==> config.mk <==
export PLATFORM = sky130hd
export DESIGN_NAME = dshm_top
export DESIGN_NICKNAME = d
export VERILOG_FILES = /design/src/shared/dshm_pkg.sv /design/src/shared/dshm_link_if.sv /design/src/core/dshm_top.sv /design/src/core/dshm_frame.sv
export SDC_FILE = /design/constraint.sdc
export NUM_CORES = 1
export LEC_CHECK = 0
export BUFFER_PORTS_ARGS = -buffer_cell sky130_fd_sc_hd__buf_4
export CAP_MARGIN = 15
export CELL_PAD_IN_SITES_DETAIL_PLACEMENT = 0
export CELL_PAD_IN_SITES_GLOBAL_PLACEMENT = 1
export CORE_ASPECT_RATIO = 0.75
export CORE_MARGIN = 10
export CORE_UTILIZATION = 30
export DETAILED_ROUTE_END_ITERATION = 8
export GPL_TIMING_DRIVEN = 0
export PLACE_DENSITY_LB_ADDON = 0.25
export SLEW_MARGIN = 10
export SYNTH_ARGS = -nofsm -noshare
export SYNTH_HDL_FRONTEND = slang
export SYNTH_SLANG_ARGS = --single-unit
export TNS_END_PERCENT = 1
==> constraint.sdc <==
create_clock -name pclk -period 4.55 [get_ports pclk]
set_clock_uncertainty 0.05 [all_clocks]
set_input_delay 0.455 -clock pclk [delete_from_list [all_inputs] [get_ports pclk]]
set_output_delay 0.455 -clock pclk [all_outputs]
set_load 0.02 [all_outputs]
==> src/shared/dshm_pkg.sv <==
// package of constants and types for the dac serial host monitor
package dshm_pkg;
  // =====================================================
  // register map (byte addresses)
  localparam logic [11:0] CTRL_ADDR      = 12'h000;
  localparam logic [11:0] MON_ADDR       = 12'h004;
  localparam logic [11:0] STATUS_ADDR    = 12'h008;
  localparam logic [11:0] RXWORD_ADDR    = 12'h00c;
  localparam logic [11:0] TXWORD_ADDR    = 12'h010;
  // =====================================================
  // control fields
  localparam int CTRL_MON_EN_BIT   = 0;
  localparam int CTRL_INT_REF_BIT  = 10;
  localparam int CTRL_REF_VAL_BIT  = 12;
  localparam logic [31:0] CTRL_RESET = 32'h0000_0000;
  // =====================================================
  // monitor selection
  localparam int          MON_SEL_W     = 6;
  localparam logic [5:0]  MON_SEL_HIZ   = 6'h3f;
  localparam logic [5:0]  MON_SEL_RESET = 6'h3f;
  localparam logic [5:0]  LAST_CHANNEL  = 6'h27;
  // =====================================================
  // serial framing
  localparam int          WORD_W   = 24;
  localparam int          CNT_W    = 5;
  // =====================================================
  // power-on timing
  localparam int  CLK_MHZ        = 40;
  localparam int  BROWNOUT_MS    = 10;
  localparam int  BROWNOUT_CYC   = BROWNOUT_MS * 1000 * CLK_MHZ;
  localparam int  POR_CNT_W      = 19;
  typedef enum logic [1:0] {
    DSHM_ST_IDLE,
    DSHM_ST_SHIFT,
    DSHM_ST_DONE
  } dshm_state_e;
endpackage

==> src/shared/dshm_link_if.sv <==
// interface between the frame engine and the top module
`timescale 1ns/10ps
interface dshm_link_if;
  logic [23:0] rx_word;
  logic        rx_valid;
  logic [23:0] tx_word;
  logic        frame_active;
  logic        rb_bit;
  modport engine (output rx_word, output rx_valid, input tx_word, output frame_active,
                  output rb_bit);
  modport top    (input rx_word, input rx_valid, output tx_word, input frame_active,
                  input rb_bit);
endinterface

==> src/core/dshm_top.sv <==
// dac serial host port with control register, monitor mux and power-on reset
//
// The implementer's own choices: the APB register port and the address map.
`timescale 1ns/10ps
module dshm_top #(
  parameter int BROWNOUT_CYC = dshm_pkg::BROWNOUT_CYC
) (
  input  wire logic        pclk,
  input  wire logic        presetn,
  input  wire logic        clk_en,
  input  wire logic        psel,
  input  wire logic        penable,
  input  wire logic        pwrite,
  input  wire logic [11:0] paddr,
  input  wire logic [31:0] pwdata,
  output logic      [31:0] prdata,
  output logic             pready,
  output logic             pslverr,
  input  wire logic        sclk,
  input  wire logic        sync_n,
  input  wire logic        din,
  output logic             serial_data_out,
  output logic             serial_data_out_oe,
  output logic             internal_reference_select,
  output logic             reference_value_select,
  output logic             monitor_output_en,
  output logic             monitor_output_oe,
  output logic      [5:0]  monitor_channel,
  output logic             por_busy
);
  // =====================================================
  // pin synchronisers; first stage read only by second
  logic [2:0] sclk_sy;
  logic [1:0] sync_sy;
  logic [1:0] din_sy;
  always_ff @(posedge pclk or negedge presetn) begin
    if (!presetn) begin
      sclk_sy <= 3'h0;
      sync_sy <= 2'h3;
      din_sy  <= 2'h0;
    end else if (clk_en) begin
      sclk_sy <= {sclk_sy[1:0], sclk};
      sync_sy <= {sync_sy[0], sync_n};
      din_sy  <= {din_sy[0], din};
    end
  end

  // =====================================================
  // power-on brownout hold
  logic [dshm_pkg::POR_CNT_W-1:0] por_q;
  wire por_done = (por_q == dshm_pkg::POR_CNT_W'(BROWNOUT_CYC - 1));
  always_ff @(posedge pclk or negedge presetn) begin
    if (!presetn) begin
      por_q <= '0;
    end else if (clk_en && !por_done) begin
      por_q <= por_q + 1'b1;
    end
  end

  // =====================================================
  // frame engine
  dshm_link_if lnk ();
  dshm_frame u_frame (
    .pclk      (pclk),
    .presetn   (presetn),
    .clk_en    (clk_en & por_done),
    .sclk_s    (sclk_sy[1]),
    .sclk_prev (sclk_sy[2]),
    .sync_n_s  (sync_sy[1]),
    .din_s     (din_sy[1]),
    .lnk       (lnk)
  );

  // =====================================================
  // registers
  logic [31:0] ctrl_q;
  logic [5:0]  mon_q;
  logic [23:0] rxw_q;
  logic [23:0] txw_q;
  logic        rxnew_q;

  assign lnk.tx_word = txw_q;

  wire acc_w     = psel & penable;
  wire wr_w      = acc_w & pwrite;
  wire rd_w      = acc_w & ~pwrite;
  wire hit_ctrl  = (paddr == dshm_pkg::CTRL_ADDR);
  wire hit_mon   = (paddr == dshm_pkg::MON_ADDR);
  wire hit_stat  = (paddr == dshm_pkg::STATUS_ADDR);
  wire hit_rx    = (paddr == dshm_pkg::RXWORD_ADDR);
  wire hit_tx    = (paddr == dshm_pkg::TXWORD_ADDR);
  wire mapped_w  = hit_ctrl | hit_mon | hit_stat | hit_rx | hit_tx;
  wire mon_en_w  = ctrl_q[dshm_pkg::CTRL_MON_EN_BIT];
  wire [31:0] rd_mux =
      hit_ctrl ? ctrl_q :
      hit_mon  ? {26'h0, mon_q} :
      hit_stat ? {29'h0, rxnew_q, lnk.frame_active, ~por_done} :
      hit_rx   ? {8'h00, rxw_q} :
      hit_tx   ? {8'h00, txw_q} : 32'h0;

  always_ff @(posedge pclk or negedge presetn) begin
    if (!presetn) begin
      ctrl_q  <= dshm_pkg::CTRL_RESET;
      mon_q   <= dshm_pkg::MON_SEL_RESET;
      rxw_q   <= 24'h000000;
      txw_q   <= 24'h000000;
      rxnew_q <= 1'b0;
      prdata  <= 32'h0;
      pready  <= 1'b0;
      pslverr <= 1'b0;
    end else if (clk_en) begin
      pready  <= psel & ~penable;
      pslverr <= psel & ~penable & ~mapped_w;
      if (psel && !penable) begin
        prdata <= rd_mux;
      end
      if (wr_w && pready && hit_ctrl) begin
        ctrl_q <= pwdata;
      end
      // selection only accepted once monitoring is enabled
      if (wr_w && pready && hit_mon && mon_en_w) begin
        mon_q <= pwdata[5:0];
      end
      if (wr_w && pready && hit_tx) begin
        txw_q <= pwdata[23:0];
      end
      // a new word wins over the read clear
      if (lnk.rx_valid) begin
        rxw_q   <= lnk.rx_word;
        rxnew_q <= 1'b1;
      end else if (rd_w && pready && hit_rx) begin
        rxnew_q <= 1'b0;
      end
    end
  end

  // =====================================================
  // pin outputs
  always_ff @(posedge pclk or negedge presetn) begin
    if (!presetn) begin
      serial_data_out           <= 1'b0;
      serial_data_out_oe        <= 1'b0;
      internal_reference_select <= 1'b0;
      reference_value_select    <= 1'b0;
      monitor_output_en         <= 1'b0;
      monitor_output_oe         <= 1'b0;
      monitor_channel           <= dshm_pkg::MON_SEL_RESET;
      por_busy                  <= 1'b1;
    end else if (clk_en) begin
      serial_data_out           <= lnk.rb_bit;
      serial_data_out_oe        <= lnk.frame_active;
      internal_reference_select <= ctrl_q[dshm_pkg::CTRL_INT_REF_BIT];
      reference_value_select    <= ctrl_q[dshm_pkg::CTRL_REF_VAL_BIT];
      // last channel pin turns into the monitor pin
      monitor_output_en         <= mon_en_w;
      monitor_output_oe         <= mon_en_w & (mon_q != dshm_pkg::MON_SEL_HIZ);
      monitor_channel           <= mon_en_w ? mon_q : dshm_pkg::LAST_CHANNEL;
      por_busy                  <= ~por_done;
    end
  end
endmodule

==> src/core/dshm_frame.sv <==
// serial frame engine: sampled clock edges, msb-first shift in and out
`timescale 1ns/10ps
module dshm_frame (
  input  wire logic        pclk,
  input  wire logic        presetn,
  input  wire logic        clk_en,
  input  wire logic        sclk_s,
  input  wire logic        sclk_prev,
  input  wire logic        sync_n_s,
  input  wire logic        din_s,
  dshm_link_if.engine      lnk
);
  // =====================================================
  // edge decode on the synchronised link clock
  wire rise_w = sclk_s & ~sclk_prev;
  wire fall_w = ~sclk_s & sclk_prev;

  dshm_pkg::dshm_state_e state_q;
  logic [23:0] shin_q;
  logic [23:0] shout_q;
  logic [4:0]  cnt_q;
  logic        rb_q;
  logic        rxv_q;

  wire frame_w   = ~sync_n_s;
  wire word_full = (cnt_q == 5'(dshm_pkg::WORD_W - 1));

  assign lnk.rx_word      = shin_q;
  assign lnk.rx_valid     = rxv_q;
  assign lnk.frame_active = (state_q == dshm_pkg::DSHM_ST_SHIFT);
  assign lnk.rb_bit       = rb_q;

  // =====================================================
  always_ff @(posedge pclk or negedge presetn) begin
    if (!presetn) begin
      state_q <= dshm_pkg::DSHM_ST_IDLE;
      shin_q  <= 24'h000000;
      shout_q <= 24'h000000;
      cnt_q   <= 5'h00;
      rb_q    <= 1'b0;
      rxv_q   <= 1'b0;
    end else if (clk_en) begin
      rxv_q <= 1'b0;
      unique case (state_q)
        dshm_pkg::DSHM_ST_IDLE: begin
          // edges outside a frame are ignored; a falling sync starts a word
          if (frame_w) begin
            state_q <= dshm_pkg::DSHM_ST_SHIFT;
            cnt_q   <= 5'h00;
            shout_q <= lnk.tx_word;
            rb_q    <= lnk.tx_word[23];
          end
        end
        dshm_pkg::DSHM_ST_SHIFT: begin
          // host keeps sync low for the whole word; raising it abandons it
          if (!frame_w) begin
            state_q <= dshm_pkg::DSHM_ST_IDLE;
          end else begin
            if (rise_w) begin
              rb_q <= shout_q[23];
            end
            if (fall_w) begin
              // capture on falling edge, msb first; byte hosts build this from 3 bytes
              shin_q  <= {shin_q[22:0], din_s};
              shout_q <= {shout_q[22:0], 1'b0};
              cnt_q   <= cnt_q + 5'h01;
              if (word_full) begin
                state_q <= dshm_pkg::DSHM_ST_DONE;
                rxv_q   <= 1'b1;
              end
            end
          end
        end
        dshm_pkg::DSHM_ST_DONE: begin
          if (!frame_w) begin
            state_q <= dshm_pkg::DSHM_ST_IDLE;
          end
        end
      endcase
    end
  end
endmodule

After elaboration in Yosys (flattened, before gate mapping) --
Cells that the tools add are included.
Word-level totals: register bits 217, input port bits 53
Cells by class: add/sub/neg operators 2, equality and inequality tests 16, muxes and demuxes 30, bitwise operators 20, reductions and logical operators 25
Operators with widths (number):
- 24-bit 2-to-1 mux | 7
- 24-bit case mux with 2 select lines | 1
- 32-bit 2-to-1 mux | 1
- 12-bit by 4-bit equality test with 1-bit output (second input constant) | 2
- 19-bit by 1-bit adder with 19-bit output (second input constant) | 1
- 19-bit equality test (second input constant) | 1
- 5-bit 2-to-1 mux | 3
- 5-bit AND reduction | 3
- 12-bit by 3-bit equality test with 1-bit output (second input constant) | 1
- 12-bit by 5-bit equality test with 1-bit output (second input constant) | 1
- 12-bit zero test | 1
- 2-bit AND reduction | 6
- 2-bit 2-to-1 mux | 5
- 5-bit case mux with 2 select lines | 1
- 1-bit AND | 9
- 1-bit logical AND | 9
- 1-bit 2-to-1 mux | 9
- 1-bit inverter | 7
- 6-bit 2-to-1 mux | 1
- 2-bit != test (second input constant) | 3
- 3-bit by 2-bit != test with 1-bit output (second input constant) | 2
- 6-bit != test (second input constant) | 1
- 2-bit case mux with 3 select lines | 1
- 5-bit by 1-bit adder with 5-bit output (second input constant) | 1
- 10 further kinds | 16

Longest topological paths before layout --
depth after elaboration 7, gate-level depth with buffers 10, depth with buffers taken out 7

Cells and area by module --
Synthesis repeated with hierarchy kept, for this count alone.
Unflattened totals: cell total of the unflattened synthesis 726, area, all modules 9620.5 um^2
Modules (own cells, without submodules):
- dshm_top | times used 1, cells each 536, area an instance 6787.8 um^2
- dshm_frame | times used 1, cells each 190, area an instance 2832.7 um^2

Worst setup path after synthesis --
Ideal clock, no wire load.
path type flip-flop to flip-flop, from reg por_q[7] (netlist bit), to reg u_frame.shin_q[10], in the netlist u_frame.lnk.rx_word[10], setup time 125 ps, data arrival time 1945 ps, data required time 4375 ps, slack 2431 ps, stages on the path, launching flop included 7, path buffers 1, cell sequence dfrtp_1 -> nor4b_4 -> nand2_2 -> or3_1 -> nor3_4 -> buf_6 -> mux2_2
On the way: word-level cells in the longest chain between the ends 3
Ends and longest elaborated chain:
- start, declared | RTL line dshm_top.sv:50 | logic [dshm_pkg::POR_CNT_W-1:0] por_q;
- start signal, assigned | RTL line dshm_top.sv:56 | por_q <= por_q + 1'b1;
- 19-bit equality test | RTL line dshm_top.sv:51 | wire por_done = (por_q == dshm_pkg::POR_CNT_W'(BROWNOUT_CYC - 1));
- 1-bit AND | RTL line dshm_top.sv:66 | .clk_en (clk_en & por_done),
- 4-bit AND reduction (no source line)
- end signal, assigned | RTL line dshm_frame.sv:64 | shin_q <= {shin_q[22:0], din_s};
- end, declared | RTL line dshm_frame.sv:19 | logic [23:0] shin_q;
No other way between the ends. A chain may end at the register's enable or synchronous reset.

Final worst setup path --
from in paddr[4], to reg ctrl_q[12]
On the way: word-level cells in the longest chain between the ends 3
Ends and longest elaborated chain:
- start, declared | RTL line dshm_top.sv:14 | input wire logic [11:0] paddr,
- 12-bit zero test | RTL line dshm_top.sv:87 | wire hit_ctrl = (paddr == dshm_pkg::CTRL_ADDR);
- 1-bit logical AND | RTL line dshm_top.sv:117 | if (wr_w && pready && hit_ctrl) begin
- 2-bit AND reduction (no source line)
- end signal, assigned | RTL line dshm_top.sv:103 | ctrl_q <= dshm_pkg::CTRL_RESET;
- end signal, assigned | RTL line dshm_top.sv:118 | ctrl_q <= pwdata;
- end, declared | RTL line dshm_top.sv:76 | logic [31:0] ctrl_q;
No other way between the ends.

==> results.md <==
* Max Clk Rate at 353.6 MHz
* Hold WS at 0.1399 ns
* Critical path class: in2reg
* Fin nets at approximately 970
* # rows at 56
* Min cycle time layout at 2.828 ns
* Die width at approximately 220 microns
* Filler Cell Count at approximately 3,200
* Layout area overhead at 21.38%
* Most used cell, CP: buf_2
* Core ar. at a little over 30,000 sq um
* Post-synth ARST share at 100.0%
* CTS root buffer: clkbuf_16
* Delay-heaviest family, CP: simple AND/OR/NAND/NOR gates
* Crit path launch type: input pin
* Clk pwr share at 44.4%
* Clk sinks at about 220
* Initial DRC Count at 352
* Pwr dens at about 350 nW/um^2
* Switching Share at 22.64%
* Crit Path Max Fanout at 10
* Hpwl dp at around 18,000 microns
* First-pass GRT wire length at 40,070 microns
* Post-route setup slack at between 1.5 and 2 ns
* Crit. End Element: flop
* Yosys reg bits at about 220
* Footprint of the multi-input gates at between 3000 and 4000 sq um
* Max_cap viols at 0
* Number of synthesized flops with an enable pin at 0
* Slew margin rel. at roughly a quarter
* Initial Util at 30.23%
* Worst-margin pin slew at 1.110 ns
* CTS tree: done
* Crit path cell chain: buf_2, nor3_2, nand4_1, nor2_1, buf_2, mux2_2
* Antenna Nets Post-Route at 0
* Final Wtd Congestion at 0.7572
* Register area at around 5400 sq um
* Die area at around 40,000 sq um
* Placement-stage cell area at approximately 11,000 sq um
* Ys Warns at 0
* Unrepaired setup endpoints after global routing: no
* Ports at 100
* Routed via count at roughly 6,300
* Overall Power at between 3 and 4 mW
* Layout Cells excl Fill at 1,333
* Lkg Pwr at around 5.3 nW
* Peak VDD IR at around 0.16 mV
* PortBufs at between 90 and 100
* NetSw at 0.9024 mW
* Combinational fraction of design power at ~5.2%
* Post-Syn Area at between 9000 and 10,000 sq um
* Drt via density at approximately 4.8
* DRC violations left at 0
* Final Core Density at approximately 37%
* Chip Height at 173.3 microns
* First drt pass iteration count at 4
* Critical-path top delay cell: nor3_2
* Setup tns final at 0 ns
* Status: finished clean
* Total GRT Usage at 13.00%
* DRT Wirelength at ~25,000 microns
* Seq/Total Area, Yosys at 57.94%
* Max stage delay on crit path at approximately 0.85 ns
* Final hold violations at 0
* Max H-tree Level at 1
* Pre-CTS WS at 1.103 ns
* Distinct cells, synth at 60
* # placed instances at 1,290
* WP data arrival at 3.16 ns
* Syn nets at approximately 840
* Cell Int Power at 3.083 mW
* Finished layout cell area at 11,410 sq um
* Clk_lat worst skew at approximately 0.5 ns
* Final setup fails at 0
* Buffer and inverter count on the worst path at 2
* Vias in the first global route at approximately 6,600
* Clock transition at path regs at ~0.060 ns
* Slew Viols, Final at 0
* Initial antenna violation count at 1
* Bufs on Longest Clock Path at 3
* Num CTS Buffers at 23
* Sequential share of power at between 50% and 60%
* Fraction of layout cells with a size suffix above 1 at 29.91%
* Hold Crit Class: in2reg
* Post-Synthesis Cells at 784
* Critical path required time at just under 5 ns
* Top FF cell, synth: dfrtp_1
* Largest net degree at the start of global routing at ~110
* GRT Residual Overflow at 0
* Routed len/inst at 18.92 microns
* Tcrit/Tclk final at between 60% and 70%
* Mean Syn Cell Area at roughly 12 sq um
worst register-to-register path, stage by stage (launching register included):
cell     delay [ns]
dfrtp_1        0.46
nor4b_4        0.34
nand2_2        0.14
or3_1          0.37
nor3_4         0.42
buf_6          0.24
mux2_1         0.34
final cells by class:
cell class                      count  area share [%]
Sequential cell                   217           47.74
Inverter                           19          0.6248
Multi-Input combinational cell    507           32.41
Buffer                             41           1.611
Clock inverter                      3          0.3508
Tap cell                          406           4.450
Clock buffer                       38           5.711
Timing Repair Buffer              101           7.081
Antenna cell                        1         0.02192
sequential cells by signal (all words and copies together) (netlist names), 5 cells and up:
register,cells
ctrl_q,32
lnk.tx_word,24
mon_q,6
monitor_channel,6
por_q,19
prdata,32
rxw_q,24
u_frame.cnt_q,5
u_frame.lnk.rx_word,24
u_frame.shout_q,24
synthesized netlist by cell type, drive strengths merged (4+ instances only):
cell type	number	area, sq um
dfrtp	202	5055
mux2	122	1378
nand2	84	317.8
o21ai	65	325.3
nor2	45	168.9
mux2i	28	280.3
a21oi	26	130.1
clkbuf	23	86.33
a22oi	19	142.6
buf	18	97.59
inv	18	67.56
dfstp	15	394.1
nor3	12	97.59
nand3	10	50.05
xnor2	10	87.58
and3	7	43.79
nand4	7	43.79
o22ai	6	37.54
xor2	6	52.55
a31oi	5	31.28
ha	5	62.56
nand3b	5	50.05
and4	4	35.03
nor4	4	46.29
o31ai	4	30.03
placed cells by master, fill, tap and decap left out, drive strengths merged, types with 3 or more instances in the layout:
cell	Yosys	final
mux2	122	122
a31oi	5	5
nor2	45	45
o31ai	4	4
nand3b	5	5
buf	18	118
clkbuf	23	61
and4	4	4
clkinv	1	3
nand4	7	7
a21o	3	3
mux2i	28	28
and2	3	3
xor2	6	6
o21ai	65	65
and3	7	7
inv	18	18
ha	5	5
nand2	84	84
a21oi	26	26
nor4	4	4
a22oi	19	19
nand3	10	10
nor3	12	12
dfrtp	202	202
dfstp	15	15
o22ai	6	6
xnor2	10	10
what timing repair did:
item / in CTS / in global routing
buffers inserted: 0 / 0
hold buffers: 1 / 0
resized for setup: 0 / 0
endpoints found under the hold margin: 27 / 0
power by group through the flow:
stage	logic [mW]	clock network [mW]	registers [mW]
after CTS	0.214	1.83	2.01
after global routing	0.236	1.91	2.01
after floorplan	0.0855	0	2.03
final	0.209	1.77	2.01
after global placement	0.203	0	2.04
after detailed placement	0.213	0	2.04
per-layer routing:
metal | vias to the layer above | track usage, % | routed length (microns) | share of wire [%]
li1 | 3033 | - | - | -
met1 | 3165 | 19.08 | 12430 | 49
met2 | 116 | 19.15 | 10860 | 43
met3 | 33 | 2.925 | 1535 | 6.1
met4 | 0 | 2.403 | 391 | 1.6
met5 | - | 0 | 0 | 0
final timing paths:
check,from,slack (ns),end,cells after the start
max,paddr[4],1.72,ctrl_q[12],6
min,sync_n,0.14,sync_sy[0],2
max reg2reg,por_q[7],2.07,u_frame.lnk.rx_word[21],6
min reg2reg,por_q[12],0.42,por_q[12],1
max in group asynchronous,presetn,2.83,sync_sy[0],4
min in group asynchronous,presetn,0.36,ctrl_q[9],2
cell families after synthesis:
group	after synthesis	synth area share (%)
muxes	150	17.63
adders and majority gates	5	0.6652
DFF	217	57.94
AOI/OAI and AO/OA	141	8.835
buffers and inverters	60	2.714
xor gates and xnor gates	16	1.490
and+or+nand+nor	195	10.72
(Power assumes the default switching activity.)
